**src/rtl/rsp_pkg.sv**
```systemverilog
// package: constants, codes and types of the rs485 slave serial port
// Summary of operation
// [RQ1] command source code: 02 panel, 03 serial, 04 card one, 05 card two
// [RQ2] bit rate code: 02 test, 03 2400, 04 4800, 05 9600, 06 19200; default 04
// [RQ3] node address 1 to 32, default 1; only matching messages are ours
// [RQ4] data length code 07 gives seven bits, 08 eight; default seven
// [RQ5] parity code 00 none, 01 even, 02 odd; default none
// [RQ6] stop bit code 01 one stop bit, 02 two; default one
// [RQ7] reply start delayed by wait time 0.0 to 1000 ms, default zero
// [RQ8] every node is a slave; only the master starts exchanges; max 32 nodes
// [RQ9] master and slaves share line settings; each node has a distinct address
// [RQ10] wait counted from final stop bit; driver enabled only after it expires
`default_nettype none
package rsp_pkg;
  localparam int CLK_HZ        = 25_000_000;
  localparam int CLK_PERIOD_NS = 1_000_000_000 / CLK_HZ;
  localparam int OVS           = 16;
  localparam int DIVW          = 12;
  localparam int APB_AW        = 8;

  // oversample divisors, one tick is a sixteenth of a bit
  localparam logic [DIVW-1:0] DIV_TEST = 12'h001;
  localparam logic [DIVW-1:0] DIV_2400 = DIVW'(CLK_HZ / (2400 * OVS));
  localparam logic [DIVW-1:0] DIV_4800 = DIVW'(CLK_HZ / (4800 * OVS));
  localparam logic [DIVW-1:0] DIV_9600 = DIVW'(CLK_HZ / (9600 * OVS));
  localparam logic [DIVW-1:0] DIV_19200 = DIVW'(CLK_HZ / (19200 * OVS));
  localparam logic [3:0] OVS_LAST = 4'hF;
  localparam logic [3:0] OVS_HALF = 4'h7;
  localparam logic [2:0] BIT_LAST7 = 3'h6;
  localparam logic [2:0] BIT_LAST8 = 3'h7;

  // setting codes
  localparam logic [7:0] SRC_PANEL  = 8'h02;
  localparam logic [7:0] SRC_SERIAL = 8'h03;
  localparam logic [7:0] SRC_CARD1  = 8'h04;
  localparam logic [7:0] SRC_CARD2  = 8'h05;
  localparam logic [7:0] RATE_TEST  = 8'h02;
  localparam logic [7:0] RATE_2400  = 8'h03;
  localparam logic [7:0] RATE_4800  = 8'h04;
  localparam logic [7:0] RATE_9600  = 8'h05;
  localparam logic [7:0] RATE_19200 = 8'h06;
  localparam logic [7:0] ADDR_MIN   = 8'h01;
  localparam logic [7:0] ADDR_MAX   = 8'h20;
  localparam logic [7:0] LEN_7      = 8'h07;
  localparam logic [7:0] LEN_8      = 8'h08;
  localparam logic [7:0] PAR_NONE   = 8'h00;
  localparam logic [7:0] PAR_EVEN   = 8'h01;
  localparam logic [7:0] PAR_ODD    = 8'h02;
  localparam logic [7:0] STOP_1     = 8'h01;
  localparam logic [7:0] STOP_2     = 8'h02;

  // wait time in units of 0.1 ms
  localparam int WAIT_W        = 14;
  localparam int PREW          = 12;
  localparam int WAIT_UNIT_NS  = 100_000;
  localparam int WAIT_UNIT_CYC = WAIT_UNIT_NS / CLK_PERIOD_NS;
  localparam logic [PREW-1:0] WAIT_UNIT_LAST = PREW'(WAIT_UNIT_CYC - 1);
  localparam logic [WAIT_W-1:0] WAIT_MAX = 14'h2710;
  localparam logic [WAIT_W-1:0] WAIT_RESET = 14'h0000;

  // idle line for 22 bit times marks a message boundary
  localparam logic [8:0] GAP_TICKS = 9'h160;

  // register offsets
  localparam logic [APB_AW-1:0] REG_CMD_SRC = 8'h00;
  localparam logic [APB_AW-1:0] REG_RATE    = 8'h04;
  localparam logic [APB_AW-1:0] REG_ADDR    = 8'h08;
  localparam logic [APB_AW-1:0] REG_LEN     = 8'h0C;
  localparam logic [APB_AW-1:0] REG_PARITY  = 8'h10;
  localparam logic [APB_AW-1:0] REG_STOP    = 8'h14;
  localparam logic [APB_AW-1:0] REG_WAIT    = 8'h18;
  localparam logic [APB_AW-1:0] REG_STATUS  = 8'h1C;
  localparam logic [APB_AW-1:0] REG_RXDATA  = 8'h20;
  localparam logic [APB_AW-1:0] REG_TXDATA  = 8'h24;

  typedef struct packed {
    logic [7:0]        src;
    logic [7:0]        rate;
    logic [7:0]        addr;
    logic [7:0]        len;
    logic [7:0]        par;
    logic [7:0]        stop;
    logic [WAIT_W-1:0] wait_units;
  } rsp_cfg_t;

  localparam rsp_cfg_t CFG_RESET = '{src: SRC_PANEL, rate: RATE_4800,
    addr: ADDR_MIN, len: LEN_7, par: PAR_NONE, stop: STOP_1,
    wait_units: WAIT_RESET};

  typedef struct packed {
    logic [7:0] data;
    logic       par_err;
    logic       frm_err;
  } rsp_char_t;

  typedef enum logic [2:0] {
    ST_IDLE  = 3'b000,
    ST_START = 3'b001,
    ST_DATA  = 3'b010,
    ST_PAR   = 3'b011,
    ST_STOP  = 3'b100
  } rsp_bit_t;

  function automatic logic [DIVW-1:0] rsp_rate_div(input logic [7:0] code);
    case (code)
      RATE_TEST:  rsp_rate_div = DIV_TEST;
      RATE_2400:  rsp_rate_div = DIV_2400;
      RATE_9600:  rsp_rate_div = DIV_9600;
      RATE_19200: rsp_rate_div = DIV_19200;
      default:    rsp_rate_div = DIV_4800;
    endcase
  endfunction

  // parity over seven or eight data bits
  function automatic logic rsp_par_bit(input logic [7:0] d,
                                       input rsp_cfg_t c);
    logic p;
    p = (c.len == LEN_8) ? ^d : ^d[6:0];
    rsp_par_bit = (c.par == PAR_ODD) ? ~p : p;
  endfunction
endpackage
`default_nettype wire

```
**src/rtl/rsp_rx.sv**
```systemverilog
// character receiver with sixteen-fold oversampling
`timescale 1ns/10ps
`default_nettype none
module rsp_rx
  import rsp_pkg::*;
(
  input  wire logic              pclk,
  input  wire logic              presetn,
  input  wire logic              tick,
  input  wire logic              rxd,
  input  wire rsp_pkg::rsp_cfg_t cfg,
  output logic                   busy,
  output logic                   done,
  output rsp_pkg::rsp_char_t     rx_char
);
  rsp_bit_t   state, next_state;
  logic [3:0] ph, next_ph;
  logic [2:0] bitn, next_bitn;
  rsp_char_t  next_ch;
  logic       next_done;
  logic [2:0] last_bit;

  assign last_bit = (cfg.len == LEN_8) ? BIT_LAST8 : BIT_LAST7; // see RQ4
  assign busy = (state != ST_IDLE);

  // framing sequence, bits sampled at mid cell
  always_comb
  begin
    next_state = state;
    next_ph    = ph;
    next_bitn  = bitn;
    next_ch    = rx_char;
    next_done  = 1'b0;
    if (tick)
    begin
      next_ph = ph + 4'h1;
      case (state)
        ST_IDLE:
        begin
          next_ph = 4'h0;
          if (!rxd)
            next_state = ST_START;
        end
        ST_START:
          if (ph == OVS_HALF)
          begin
            // a glitch shorter than half a bit is not a start
            next_ph    = 4'h0;
            next_bitn  = 3'h0;
            next_ch    = '0;
            next_state = rxd ? ST_IDLE : ST_DATA;
          end
        ST_DATA:
          if (ph == OVS_LAST)
          begin
            next_ch.data[bitn] = rxd;
            next_bitn = bitn + 3'h1;
            if (bitn == last_bit)
            begin
              next_bitn  = 3'h0;
              next_state = (cfg.par == PAR_NONE) ? ST_STOP : ST_PAR; // see RQ5
            end
          end
        ST_PAR:
          if (ph == OVS_LAST)
          begin
            next_ch.par_err = (rxd != rsp_par_bit(rx_char.data, cfg)); // see RQ5
            next_state = ST_STOP;
          end
        ST_STOP:
          if (ph == OVS_LAST)
          begin
            if (!rxd)
              next_ch.frm_err = 1'b1;
            if (cfg.stop == STOP_2 && bitn == 3'h0) // see RQ6
              next_bitn = 3'h1;
            else
            begin
              next_done  = 1'b1;
              next_state = ST_IDLE;
            end
          end
        default:
          next_state = ST_IDLE;
      endcase
    end
  end

  always_ff @(posedge pclk or negedge presetn)
  begin
    if (!presetn)
    begin
      state   <= ST_IDLE;
      ph      <= 4'h0;
      bitn    <= 3'h0;
      rx_char <= '0;
      done    <= 1'b0;
    end
    else
    begin
      state   <= next_state;
      ph      <= next_ph;
      bitn    <= next_bitn;
      rx_char <= next_ch;
      done    <= next_done;
    end
  end
endmodule // rsp_rx
`default_nettype wire

```
**src/rtl/rsp_top.sv**
```systemverilog
// rs485 slave serial port: apb registers, receiver, reply timer, sender
//
// Our own choices: register access over APB and the register offsets.
`timescale 1ns/10ps
`default_nettype none
module rsp_top
  import rsp_pkg::*;
(
  input  wire logic              pclk,
  input  wire logic              presetn,
  input  wire logic              psel,
  input  wire logic              penable,
  input  wire logic              pwrite,
  input  wire logic [APB_AW-1:0] paddr,
  input  wire logic [31:0]       pwdata,
  output logic      [31:0]       prdata,
  output logic                   pready,
  output logic                   pslverr,
  input  wire logic              rxd_pin,
  output logic                   txd_pin,
  output logic                   tx_drive_en,
  output logic      [7:0]        cmd_source
);
  rsp_cfg_t          cfg, next_cfg;
  logic              rxd_meta, rxd_s;
  logic [DIVW-1:0]   div_cnt, next_div_cnt;
  logic              tick, next_tick;
  logic              rx_busy, rx_done, rx_ok;
  rsp_char_t         rx_char;
  logic              next_pready, next_pslverr;
  logic [31:0]       next_prdata, rd_mux;
  logic              access, wr_en, pop;
  logic              rxv, ovr, tx_pend, next_rxv, next_ovr, next_tx_pend;
  rsp_char_t         rx_hold, next_rx_hold;
  logic [7:0]        tx_byte, next_tx_byte;
  logic [8:0]        idle_cnt, next_idle_cnt;
  logic              at_gap, own, next_at_gap, next_own, accept, match;
  logic [WAIT_W-1:0] wait_cnt, next_wait_cnt;
  logic [PREW-1:0]   pre_cnt, next_pre_cnt;
  logic              reply_ok, tx_go, tx_on;
  rsp_bit_t          tx_state, next_tx_state;
  logic [3:0]        tx_ph, next_tx_ph;
  logic [2:0]        tx_bitn, next_tx_bitn;
  logic [7:0]        tx_sh, next_tx_sh;
  logic              next_txd, next_tx_en;
  logic [2:0]        tx_last;

  assign cmd_source = cfg.src; // see RQ1

  // two-stage synchroniser for the line
  always_ff @(posedge pclk or negedge presetn)
  begin
    if (!presetn)
    begin
      rxd_meta <= 1'b1;
      rxd_s    <= 1'b1;
    end
    else
    begin
      rxd_meta <= rxd_pin;
      rxd_s    <= rxd_meta;
    end
  end

  // oversample tick; restarts at once when the divisor shrinks
  always_comb
  begin
    next_div_cnt = div_cnt + 12'h001;
    next_tick    = 1'b0;
    if (div_cnt >= rsp_rate_div(cfg.rate) - 12'h001) // see RQ2
    begin
      next_div_cnt = 12'h000;
      next_tick    = 1'b1;
    end
  end

  always_ff @(posedge pclk or negedge presetn)
  begin
    if (!presetn)
    begin
      div_cnt <= 12'h000;
      tick    <= 1'b0;
    end
    else
    begin
      div_cnt <= next_div_cnt;
      tick    <= next_tick;
    end
  end

  rsp_rx u_rx (
    .pclk    (pclk),
    .presetn (presetn),
    .tick    (tick),
    .rxd     (rxd_s),
    .cfg     (cfg),
    .busy    (rx_busy),
    .done    (rx_done),
    .rx_char (rx_char)
  );

  // own echo while sending is not a received character
  assign rx_ok    = rx_done & ~tx_on;
  assign match    = (rx_char.data == cfg.addr);
  assign accept   = rx_ok & (at_gap ? match : own); // see RQ3
  assign access   = psel & penable;
  assign wr_en    = access & pready & pwrite;
  assign pop      = access & pready & ~pwrite & (paddr == REG_RXDATA);

  // read data mux, reserved bits read zero
  always_comb
  begin
    rd_mux = 32'h0000_0000;
    case (paddr)
      REG_CMD_SRC: rd_mux[7:0] = cfg.src;
      REG_RATE:    rd_mux[7:0] = cfg.rate;
      REG_ADDR:    rd_mux[7:0] = cfg.addr;
      REG_LEN:     rd_mux[7:0] = cfg.len;
      REG_PARITY:  rd_mux[7:0] = cfg.par;
      REG_STOP:    rd_mux[7:0] = cfg.stop;
      REG_WAIT:    rd_mux[WAIT_W-1:0] = cfg.wait_units;
      REG_STATUS:  rd_mux[6:0] = {wait_cnt != WAIT_RESET, tx_pend | tx_on,
                                  ovr, rx_hold.frm_err, rx_hold.par_err,
                                  own, rxv};
      REG_RXDATA:  rd_mux[7:0] = rx_hold.data;
      default:     rd_mux = 32'h0000_0000;
    endcase
  end

  // apb slave: answer one cycle into access, write at the pready edge
  always_comb
  begin
    next_cfg     = cfg;
    next_pready  = 1'b0;
    next_prdata  = prdata;
    next_pslverr = 1'b0;
    next_tx_byte = tx_byte;
    next_tx_pend = (tx_pend & ~tx_go);
    next_rxv     = (rxv & ~pop) | accept;
    next_ovr     = (ovr & ~pop) | (accept & rxv & ~pop);
    next_rx_hold = accept ? rx_char : rx_hold;
    if (access && !pready)
    begin
      next_pready  = 1'b1;
      next_prdata  = rd_mux;
      next_pslverr = (paddr > REG_TXDATA) || (paddr[1:0] != 2'b00);
    end
    if (wr_en)
      case (paddr)
        REG_CMD_SRC:
          if (pwdata[7:0] >= SRC_PANEL && pwdata[7:0] <= SRC_CARD2) // see RQ1
            next_cfg.src = pwdata[7:0];
        REG_RATE:
          if (pwdata[7:0] >= RATE_TEST && pwdata[7:0] <= RATE_19200) // see RQ2
            next_cfg.rate = pwdata[7:0];
        REG_ADDR:
          if (pwdata[7:0] >= ADDR_MIN && pwdata[7:0] <= ADDR_MAX) // see RQ3
            next_cfg.addr = pwdata[7:0];
        REG_LEN:
          if (pwdata[7:0] == LEN_7 || pwdata[7:0] == LEN_8) // see RQ4
            next_cfg.len = pwdata[7:0];
        REG_PARITY:
          if (pwdata[7:0] <= PAR_ODD) // see RQ5
            next_cfg.par = pwdata[7:0];
        REG_STOP:
          if (pwdata[7:0] == STOP_1 || pwdata[7:0] == STOP_2) // see RQ6
            next_cfg.stop = pwdata[7:0];
        REG_WAIT:
          if (pwdata[WAIT_W-1:0] <= WAIT_MAX && pwdata[31:WAIT_W] == '0)
            next_cfg.wait_units = pwdata[WAIT_W-1:0]; // see RQ7
        REG_TXDATA:
        begin
          // a new write wins over the start that empties the holding
          next_tx_byte = pwdata[7:0];
          next_tx_pend = 1'b1;
        end
        default:
          next_cfg = cfg;
      endcase
  end

  always_ff @(posedge pclk or negedge presetn)
  begin
    if (!presetn)
    begin
      cfg     <= CFG_RESET;
      pready  <= 1'b0;
      prdata  <= 32'h0000_0000;
      pslverr <= 1'b0;
      tx_byte <= 8'h00;
      tx_pend <= 1'b0;
      rxv     <= 1'b0;
      ovr     <= 1'b0;
      rx_hold <= '0;
    end
    else
    begin
      cfg     <= next_cfg;
      pready  <= next_pready;
      prdata  <= next_prdata;
      pslverr <= next_pslverr;
      tx_byte <= next_tx_byte;
      tx_pend <= next_tx_pend;
      rxv     <= next_rxv;
      ovr     <= next_ovr;
      rx_hold <= next_rx_hold;
    end
  end

  // message boundary, address match and reply wait timer
  always_comb
  begin
    next_idle_cnt = idle_cnt;
    next_at_gap   = at_gap;
    next_own      = own;
    next_wait_cnt = wait_cnt;
    next_pre_cnt  = pre_cnt;
    if (rx_busy || !rxd_s)
      next_idle_cnt = 9'h000;
    else if (tick && !at_gap)
      next_idle_cnt = idle_cnt + 9'h001;
    if (idle_cnt == GAP_TICKS)
      next_at_gap = 1'b1;
    if (rx_ok)
    begin
      if (at_gap)
        next_own = match; // see RQ3
      next_at_gap   = 1'b0;
      // each received character's final stop bit restarts the wait, so it runs from the last one
      next_wait_cnt = cfg.wait_units; // see RQ7
      next_pre_cnt  = '0;
    end
    else if (wait_cnt != WAIT_RESET)
    begin
      next_pre_cnt = pre_cnt + 12'h001;
      if (pre_cnt == WAIT_UNIT_LAST)
      begin
        next_pre_cnt  = '0;
        next_wait_cnt = wait_cnt - 14'h0001;
      end
    end
  end

  always_ff @(posedge pclk or negedge presetn)
  begin
    if (!presetn)
    begin
      idle_cnt <= 9'h000;
      at_gap   <= 1'b0;
      own      <= 1'b0;
      wait_cnt <= WAIT_RESET;
      pre_cnt  <= '0;
    end
    else
    begin
      idle_cnt <= next_idle_cnt;
      at_gap   <= next_at_gap;
      own      <= next_own;
      wait_cnt <= next_wait_cnt;
      pre_cnt  <= next_pre_cnt;
    end
  end

  // only answers an addressed message, after the wait, with the line quiet;
  // a stop bit seen this cycle reloads the wait, so it blocks a start too
  assign reply_ok = own & (wait_cnt == WAIT_RESET) & ~rx_busy
                  & ~rx_ok; // see RQ8
  assign tx_on    = (tx_state != ST_IDLE);
  assign tx_go    = ~tx_on & tx_pend & reply_ok; // see RQ10
  assign tx_last  = (cfg.len == LEN_8) ? BIT_LAST8 : BIT_LAST7;

  // sender; driver enabled for exactly the frame
  always_comb
  begin
    next_tx_state = tx_state;
    next_tx_ph    = tx_ph;
    next_tx_bitn  = tx_bitn;
    next_tx_sh    = tx_sh;
    next_txd      = txd_pin;
    next_tx_en    = tx_drive_en;
    if (tx_go)
    begin
      next_tx_state = ST_START;
      next_tx_ph    = 4'h0;
      next_tx_sh    = tx_byte;
      next_txd      = 1'b0;
      next_tx_en    = 1'b1; // see RQ10
    end
    else if (tick && tx_on)
    begin
      next_tx_ph = tx_ph + 4'h1;
      if (tx_ph == OVS_LAST)
        case (tx_state)
          ST_START:
          begin
            next_tx_state = ST_DATA;
            next_tx_bitn  = 3'h0;
            next_txd      = tx_sh[0];
          end
          ST_DATA:
            if (tx_bitn == tx_last) // see RQ4
            begin
              next_tx_bitn = 3'h0;
              if (cfg.par == PAR_NONE)
              begin
                next_tx_state = ST_STOP;
                next_txd      = 1'b1;
              end
              else
              begin
                next_tx_state = ST_PAR;
                next_txd      = rsp_par_bit(tx_sh, cfg); // see RQ5
              end
            end
            else
            begin
              next_tx_bitn = tx_bitn + 3'h1;
              next_txd     = tx_sh[tx_bitn + 3'h1];
            end
          ST_PAR:
          begin
            next_tx_state = ST_STOP;
            next_txd      = 1'b1;
          end
          ST_STOP:
            if (cfg.stop == STOP_2 && tx_bitn == 3'h0) // see RQ6
              next_tx_bitn = 3'h1;
            else
            begin
              next_tx_state = ST_IDLE;
              next_tx_en    = 1'b0;
            end
          default:
            next_tx_state = ST_IDLE;
        endcase
    end
  end

  always_ff @(posedge pclk or negedge presetn)
  begin
    if (!presetn)
    begin
      tx_state    <= ST_IDLE;
      tx_ph       <= 4'h0;
      tx_bitn     <= 3'h0;
      tx_sh       <= 8'h00;
      txd_pin     <= 1'b1;
      tx_drive_en <= 1'b0;
    end
    else
    begin
      tx_state    <= next_tx_state;
      tx_ph       <= next_tx_ph;
      tx_bitn     <= next_tx_bitn;
      tx_sh       <= next_tx_sh;
      txd_pin     <= next_txd;
      tx_drive_en <= next_tx_en;
    end
  end
endmodule // rsp_top
`default_nettype wire

```
**config.mk**
```make
export PLATFORM = sky130hd
export DESIGN_NAME = rsp_top
export DESIGN_NICKNAME = d
export VERILOG_FILES = /design/src/rtl/rsp_pkg.sv /design/src/rtl/rsp_rx.sv /design/src/rtl/rsp_top.sv
export SDC_FILE = /design/constraint.sdc
export NUM_CORES = 1
export LEC_CHECK = 0
export BUFFER_PORTS_ARGS = -buffer_cell sky130_fd_sc_hd__buf_2
export CAP_MARGIN = 20
export CORE_MARGIN = 10
export CORE_UTILIZATION = 50
export CTS_CLUSTER_DIAMETER = 50
export DETAILED_ROUTE_END_ITERATION = 12
export PLACE_DENSITY = 0.69
export SLEW_MARGIN = 20
export SYNTH_ARGS = -nofsm -noshare
export SYNTH_HDL_FRONTEND = slang
export SYNTH_SLANG_ARGS = --single-unit
export TNS_END_PERCENT = 1
```
**constraint.sdc**
```tcl
create_clock -name pclk -period 4.9 [get_ports pclk]
set_input_delay 0.245 -clock pclk [delete_from_list [all_inputs] [get_ports pclk]]
set_output_delay 0.245 -clock pclk [all_outputs]
set_load 0.02 [all_outputs]
```
==> results of run 1 <==
==> report_power, final <==
part	total [mW]	switching (mW)	leakage [nW]	internal [mW]
Clock	1.43	0.665	0.294	0.770
Sequential	1.59	0.00332	2.63	1.59
Combinational	0.128	0.0966	2.47	0.0314
Total	3.15	0.765	5.39	2.39
==> synth_stat cells (17+ instances only) <==
master,n,area share
inv_1,26,0.0093
clkbuf_1,45,0.016
a211oi_1,17,0.012
nand2_1,81,0.029
a21o_1,18,0.013
buf_4,26,0.019
a31oi_1,17,0.010
mux2_2,64,0.069
dfrtp_1,182,0.43
and2_1,32,0.019
nor2_1,44,0.016
a21oi_1,30,0.014
xor2_1,26,0.022
nand4_1,20,0.012
xnor2_1,27,0.022
o21ai_0,56,0.027
nand3_1,49,0.023
nor3_1,23,0.011
ha_1,24,0.029
nor4_1,22,0.013
==> final timing paths <==
| path | from | to | slack, ps | cells past startpoint |
|---|---|---|---|---|
| max in group asynchronous | presetn | cfg[40]$_DFFE_PN0P_ | 3470 | 3 |
| max | cfg[49]$_DFFE_PN0P_ | div_cnt[9]$_DFF_PN0_ | 1750 | 12 |
| min reg2reg | rxd_meta$_DFF_PN1_ | rxd_s$_DFF_PN1_ | 360 | 0 |
| min | pwdata[8] | cfg[8]$_DFFE_PN0P_ | 60 | 2 |
| min in group asynchronous | presetn | pre_cnt[3]$_DFFE_PN0P_ | 340 | 2 |
| max reg2reg | cfg[49]$_DFFE_PN0P_ | div_cnt[9]$_DFF_PN0_ | 1750 | 12 |
==> what timing repair did <==
action	4_1_cts	5_1_grt
setup endpoints to repair	0	0
gates resized for setup	0	0
hold buffers	2	0
endpoints found under the hold margin	55	0
==> routing by layer <==
layer | vias up | global-route usage | routed length, um
li1 | 3861 | - | -
met1 | 4063 | 0.262 | 11700
met2 | 199 | 0.311 | 12700
met3 | 22 | 0.0321 | 1310
met4 | 0 | 0.0451 | 323
met5 | - | 0 | 0
==> logic make-up after synthesis <==
logic type | after synthesis | synth area share
AND/OR/NAND/NOR | 355 | 0.186
AO/OA/AOI/OAI | 223 | 0.143
flip-flops | 192 | 0.458
buffers and inverters | 101 | 0.0462
multiplexers | 81 | 0.0871
XOR/XNOR | 56 | 0.0506
adder cells (fa/ha/maj) | 24 | 0.0286
other | 2 | 0.000714
==> state kept, by name (all words and copies together) (netlist names), 4 cells and up <==
name / flops
idle_cnt: 9
rx_hold: 10
pre_cnt: 12
cmd_source: 8
tx_ph: 4
prdata: 14
div_cnt: 12
cfg: 54
wait_cnt: 14
tx_sh: 8
tx_byte: 8
u_rx.rx_char: 10
u_rx.ph: 4
==> critical path: stages, from the launching register on <==
cell,delay [ps]
dfrtp_1,400
nor3_1,230
and2_1,230
nand3_1,160
and2_1,200
ha_1,220
inv_1,120
o21ai_0,80
a211oi_1,280
ha_1,160
nand4_1,100
nor2_1,640
a211oi_1,170
==> layout make-up <==
type / instances / share of cell area
clock buffer: 17 / 0.0367
multi-input combinational: 758 / 0.457
sequential: 192 / 0.415
inverter: 27 / 0.00874
timing repair buffer: 79 / 0.0381
clock inverter: 15 / 0.0149
tap: 270 / 0.0291
==> through the flow <==
stage	power, mW	setup WS [ps]	instances	utilization	instance area, sq um
final	3.15	1750	1358	0.566	11600
after global routing	3.26	1420	1358	0.566	11600
after CTS	3.17	1750	1358	0.565	11600
after detailed placement	1.75	1760	1324	0.535	11000
after global placement	1.75	1790	1324	0.535	11000
after floorplan	1.68	1840	1051	-	10600
==> flow_summary.ini, run 1 <==
[outcome]
status = complete, no violations

[final_layout]
ff_latch_area_sq_mm = 0.00482
final_common_cell = dfrtp_1
nFillCells = 1806
areaGrowthSynthToFinish_pct = 10.3
multi_input_area_sq_mm = 0.00530
nets = 1145
num_antenna_cells = 0
drive_above_1_share = 0.191
final_cell_mix = dfrtp_1 (182), nand2_1 (81), buf_2 (70)

[yosys]
yosysWarnings = 0
async_flop_share = 1.00
synth-main-ff-cell = dfrtp_1
synth_seq_area_share = 0.458
synth_edf_count = 0
syn-mean-instance-area_sq_um = 10.2
synthCells = 1034
syn-cell-area_sq_mm = 0.0105
synth_cell_type_count = 73
synth.ff_latch_count = 192

[drt]
first_iter_violations = 597
wirelength_um = 26000
dr.pass1.iters = 5
drc = 0
ant_nets = 0
avgViaCountPerCell = 6.00
vias = 8145
wl_per_cell_um = 19.2

[clocking]
cts_setup_buffers = 0
htree_levels = 4
clk_latency_ps = 440
cts_root_buf = clkbuf_16
cts_tree = done
clockBufferDepth = 2
cts.clk_slew.worst_paths_ps = 70
numCtsBuffers = 17
numClockSinks = 192

[sta]
fin_tns_setup_ps = 0
finClkSkew_ps = 9.75
drv_slew = 0
finalHoldViolCount = 0
hold_ws_ps = 63.9
relSlewSlack = 0.253
fin_crit_sh = 0.644
final-setup-viol-count = 0
fmax_mhz = 317
min_period_ps = 3150
rsz0062_at_grt = false
tightest_slew_ps = 1100

[worst_setup_path]
crit_path_end_kind = flip-flop
worst-path-max-fanout = 13
required_ps = 5180
arrival_ps = 3440
critical_path_class = reg -> reg
critPathLaunchType = flip-flop

[power]
irDropWorstVdd_v = 0.000199
power.leakage_nw = 5.39
power.density_mw_per_mm2 = 272

[placed_design]
gp_congestion = 0.973
portBuffers = 71
hpwlAfterDp_um = 18700

[global_routing]
grt_use_total = 0.192
overflow = 0
grt_start_max_net_pins = 138
grt_pass1_wl_um = 41900
antenna_found_initial = 0
grt_pass1_vias = 7811

[job]
maxCapViolations = 0

[floorplanning]
initial_core_util = 0.513
fp.dieArea_sq_mm = 0.0272
ioPinCount = 90
die_w_um = 165
fp.coreArea_sq_mm = 0.0205
rows = 52
chipHeight_um = 165

[worst_hold_path]
timing.hold.worst.class = in -> reg
Power figures use the tool's default switching activity.
==> run 2: changes to the inputs <==
- ABC_AREA: unset -> 1
- clock period: 4.9 -> 3.13 ns (I/O delays scaled with it)
==> run 2 against run 1 <==
Compared with the run above:
- combinational power up 55%
- synthesized area grew 1.5%
- count of clock-buffer cells in the layout rose by 2
- critical path depth stayed put
- global-route usage is essentially flat
- design area increased by 2.4%
- utilization shrank 0.10 points
- sequential power increased by 57%
- via count up 14%
- non-clock buffer count up 10
- largest cell class unchanged
- cell count up 31%
==> flow_summary.ini, run 2 <==
[final_layout]
fin_util = 0.565
nets = 1566
design_area_sq_mm = 0.0119
num_antenna_cells = 0
areaGrowthSynthToFinish_pct = 11.3
top_register = cfg
drive_above_1_share = 0.104
final_cell_mix = nand2_1 (399), inv_1 (187), dfrtp_1 (182)
reg.largest.list = cfg (54), prdata (14), wait_cnt (14)
largest_reg_flops = 54
final_common_cell = nand2_1

[worst_setup_path]
crit_path_end_kind = flip-flop
worst_r2r_path_depth = 12
cp_top_family = simple AND/OR/NAND/NOR gates
cp_slowest_stage_delay_ps = 370
cp_num_buf_inv = 2
cp_cell_sequence = or2_2 > nor3_1 > a21oi_1 > ha_1 > xor2_1 > ha_1 > inv_1 > o31ai_1 > nand3_1 > nand4_1 > buf_4 > nor2_1
critical_path_class = reg -> reg
critPathSlowestCell = dfrtp_1
worstSetupPathDepth = 12
reg2reg_slack_ps = 460
critPathLaunchType = flip-flop
required_ps = 3450
crit_top_cell = ha_1
worst-path-max-fanout = 13
arrival_ps = 2990

[yosys]
synth-main-ff-cell = dfrtp_1
synth_cell_type_count = 50
synth-simple-area-share = 0.296
synth_edf_count = 0
post-synth-top-count-cell = nand2_1
synthTopCellsByArea = dfrtp_1 (43%), nand2_1 (14%), inv_1 (6.6%), nor2_1 (5.1%), o21ai_0 (5.1%)
synth-compound-area-share = 0.0994
yosysWarnings = 0
synth_xor_area_frac = 0.0246
syn-cell-area_sq_mm = 0.0107
synth.ff_latch_count = 192
synthCells = 1420
synth_top_area_frac = 0.427
synth_fa_ha_area_frac = 0.0281
synth_top_family_by_area = simple AND/OR/NAND/NOR gates
synth_common_cells = nand2_1 (399), inv_1 (187), dfrtp_1 (182)
yosys.area.top_type = dfrtp_1
syn-mean-instance-area_sq_um = 7.52
muxShareOfSynthArea = 0
synth_seq_area_share = 0.451
async_flop_share = 1.00

[global_routing]
overflow = 0
grt_start_max_net_pins = 96
grt_pass1_wl_um = 44200
grt_use_total = 0.192
grt_pass1_vias = 8789
antenna_found_initial = 0

[power]
power.leakage_nw = 6.30
power.density_mw_per_mm2 = 410
irDropWorstVdd_v = 0.000384

[clocking]
clk_latency_ps = 440
cts_tree = done
numCtsBuffers = 17
cts_root_buf = clkbuf_16
clockBufferDepth = 2
htree_levels = 4
numClockSinks = 192
cts.clk_slew.worst_paths_ps = 70

[placed_design]
hpwlAfterDp_um = 20100
dpl_cell_area_sq_mm = 0.0112
portBuffers = 71
gp_congestion = 0.915

[drt]
vias = 9317
wirelength_um = 26900
ant_nets = 0
avgViaCountPerCell = 5.23
first_iter_violations = 735
wl_per_cell_um = 15.1
dr.pass1.iters = 5
drc = 0

[sta]
tightest_slew_ps = 785
min_period_ps = 2670
drv_slew = 0
final-setup-viol-count = 0
finClkSkew_ps = 10.8
fin_crit_sh = 0.852
fmax_mhz = 375
rsz0062_at_grt = false
fin_tns_setup_ps = 0
finalHoldViolCount = 0
relSlewSlack = 0.475

[floorplanning]
rows = 53
ioPinCount = 90
die_w_um = 166
fp.coreArea_sq_mm = 0.0210
initial_core_util = 0.508
chipHeight_um = 166
fp.dieArea_sq_mm = 0.0276

[worst_hold_path]
timing.hold.worst.class = in -> reg
whs_path_depth = 3

[outcome]
status = complete, no violations

[job]
maxCapViolations = 0
run 2: cell types whose count changed in the layout (fill, tap and decap cells not counted), moves of 15 or more:
cell      delta
xnor2_1     -17
nand3_1     +54
mux2i_1     -15
a21o_1      -18
nand2_1    +318
and2_1      -32
mux2_2      -64
o21ai_0     +53
nor2_1     +101
a211oi_1    -16
inv_1      +161
nor4_1      -17
run 2: metrics by stage:
step	hold slack, ps	instances	worst slack (ps)	total power [mW]
finish	12.3	1783	462	4.87
global route	10.1	1783	193	5.02
CTS	3.36	1783	459	4.90
detailed placement	265	1740	468	2.73
global placement	264	1740	524	2.72
floorplan	-139	1437	506	2.63
run 2: final timing paths:
| kind | start | to |
|---|---|---|
| setup reg to reg | cfg[49]$_DFFE_PN0P_ | div_cnt[2]$_DFF_PN0_ |
| hold / removal | pwdata[3] | cfg[3]$_DFFE_PN0P_ |
| hold reg to reg | rxd_meta$_DFF_PN1_ | rxd_s$_DFF_PN1_ |
| min in group asynchronous | presetn | prdata[5]$_DFFE_PN0P_ |
| max in group asynchronous | presetn | cmd_source[1]$_DFFE_PN1P_ |
| setup / recovery | cfg[49]$_DFFE_PN0P_ | div_cnt[2]$_DFF_PN0_ |
run 2: area by class of cell:
type	count	area, sq um
clock buffers	19	443
clock inverters	12	138
fillers	1952	9150
inverters	195	733
multi-input cells	1001	4860
flip-flops and latches	192	4820
well taps	275	344
repair buffers	89	542
run 2: worst min-delay path, cell delays in order:
cell     delay (ps)
buf_2           140
nand2_1          70
nand2_1          40
run 2: cells by family (layout without fill, tap and decap cells):
kind of cell | count (synthesis) | after routing
AND/OR/NAND/NOR | 733 | 733
buffers and inverters | 244 | 315
AO/OA/AOI/OAI | 195 | 195
flip-flops | 192 | 192
XOR/XNOR | 30 | 30
adder cells (fa/ha/maj) | 24 | 24
other | 2 | 19
run 2: metal layers:
metal | vias to the layer above | track usage | routed length [um]
li1 | 4648 | - | -
met5 | - | 0 | 0
met3 | 35 | 0.0395 | 1560
met4 | 0 | 0.0539 | 454
met1 | 4378 | 0.252 | 12300
met2 | 256 | 0.313 | 12500
run 2: power breakdown:
group	leakage (nW)	switching [mW]	total, mW	internal (mW)
Clock	0.268	0.984	2.18	1.20
Sequential	2.55	0.00452	2.49	2.49
Combinational	3.48	0.144	0.198	0.0545
Total	6.30	1.13	4.87	3.74
run 2: timing repair:
action	4_1_cts	5_1_grt
setup buffers	0	0
gates resized for setup	0	0
hold buffers	12	0
setup endpoints to repair	0	0
hold endpoints to repair	99	0
==> run 3: changes to the inputs <==
- CORE_UTILIZATION: 50 -> 61
- PLACE_DENSITY: 0.69 -> 0.81
==> run 3 against run 2 <==
Compared with the run above:
- first-iteration DRC count grew 15%
- design area fell by 0.29%
- clock skew shrank 3.7 ps
- critical path type unchanged
- critical endpoint is now div_cnt[11]$_DFF_PN0_
- largest power group unchanged
==> flow_summary.ini, run 3 (synthesized netlist as in run 2, its figures left out) <==
[sta]
fin_tns_setup_ps = 0
finalHoldViolCount = 0
drv_slew = 0
final-setup-viol-count = 0
min_period_ps = 2740
rsz0062_at_grt = false
fmax_mhz = 365
tightest_slew_ps = 804
relSlewSlack = 0.464
finClkSkew_ps = 7.03
hold_ws_ps = 39.1
fin_crit_sh = 0.874

[global_routing]
overflow = 0
antenna_found_initial = 0
grt_use_total = 0.227
grt_pass1_wl_um = 44400
grt_pass1_vias = 9089
grt_start_max_net_pins = 101

[worst_setup_path]
crit_path_end_kind = flip-flop
arrival_ps = 3050
required_ps = 3450
critical_path_class = reg -> reg
critPathLaunchType = flip-flop
worst-path-max-fanout = 13

[final_layout]
fin_util = 0.687
drive_above_1_share = 0.105
reg.largest.list = cfg (54), prdata (14), wait_cnt (14)
areaGrowthSynthToFinish_pct = 11.0
num_antenna_cells = 0
nets = 1568
final_common_cell = nand2_1
design_area_sq_mm = 0.0118
largest_reg_flops = 54
layout.cells.non_filler = 1735
top_register = cfg
final_cell_mix = nand2_1 (399), inv_1 (187), dfrtp_1 (182)
nFillCells = 1404

[placed_design]
gp_congestion = 0.918
hpwlAfterDp_um = 19400
dp_cells = 1691
dpl_cell_area_sq_mm = 0.0111
portBuffers = 71

[clocking]
clk_latency_ps = 430
post_cts_resized = 0
holdBufCountCts = 13
numClockSinks = 192
cts_root_buf = clkbuf_16
clockBufferDepth = 2
cts_tree = done
htree_levels = 4
numCtsBuffers = 17
cts.clk_slew.worst_paths_ps = 70
cts_setup_buffers = 0

[power]
irDropWorstVdd_v = 0.000382
power.density_mw_per_mm2 = 412
power.leakage_nw = 6.32

[job]
maxCapViolations = 0

[drt]
dr.pass1.iters = 6
avgViaCountPerCell = 5.47
wirelength_um = 26300
ant_nets = 0
wl_per_cell_um = 15.2
drc = 0
vias = 9489
first_iter_violations = 846

[floorplanning]
die_w_um = 152
initial_core_util = 0.619
rows = 48
chipHeight_um = 152
fp.dieArea_sq_mm = 0.0232
fp.coreArea_sq_mm = 0.0172
ioPinCount = 90

[worst_hold_path]
timing.hold.worst.class = in -> reg

[outcome]
status = complete, no violations
## run 3: changes by cell type in the layout (fill, tap and decap cells not counted)
cell           previous run  this run
clkbuf_8                  2         5
clkinv_2                  2         4
clkinvlp_4                5         3
buf_4                     5         6
clkinv_4                  3         0
dlygate4sd3_1            12        13
## run 3: power by group
group | total [mW] | internal [mW] | switching, mW
sequential | 2.49 | 2.49 | 0.00431
combinational | 0.199 | 0.0553 | 0.144
clock | 2.19 | 1.26 | 0.935
## run 3: layer usage
layer  track usage  vias to the layer above  part of all wire
li1              -                     4657                 -
met1         0.301                     4439              0.43
met2         0.367                      354              0.47
met3        0.0435                       39             0.074
met4        0.0770                        0             0.023
met5             0                        -                 0
## run 3: layout make-up
cell class / count / area, sq um / area share
clock inverters: 9 / 106 / 0.00898
flip-flops and latches: 192 / 4820 / 0.407
multi-input cells: 1001 / 4860 / 0.410
clock buffers: 22 / 484 / 0.0409
inverters: 195 / 733 / 0.0619
well taps: 225 / 282 / 0.0238
repair buffers: 91 / 559 / 0.0472
## run 3: final timing paths
kind                                     start  cells past startpoint               endpoint  slack (ps)
max                        cfg[49]$_DFFE_PN0P_                     12  div_cnt[11]$_DFF_PN0_         390
min                                  pwdata[2]                      3     cfg[2]$_DFFE_PN0P_          40
max reg2reg                cfg[49]$_DFFE_PN0P_                     12  div_cnt[11]$_DFF_PN0_         390
min reg2reg                 rxd_meta$_DFF_PN1_                      0        rxd_s$_DFF_PN1_         360
max in group asynchronous              presetn                      3    txd_pin$_DFFE_PN1P_        1820
min in group asynchronous              presetn                      2  prdata[1]$_DFFE_PN0P_         380
## run 3: through the flow
stage	total power [mW]	worst slack, ps
finish	4.88	394
detailed placement	2.72	449
global route	5.03	144
floorplan	2.63	506
global placement	2.72	516
CTS	4.90	433
## run 3: worst max-delay path, stage by stage, from the launching register on
cell and delay [ps]:
dfrtp_1 380, or2_2 300, nor3_1 370, a21oi_1 130, ha_1 250, xor2_1 180, ha_1 270, inv_1 50
o31ai_1 240, nand3_1 100, nand4_1 90, buf_4 190, nor2_1 80
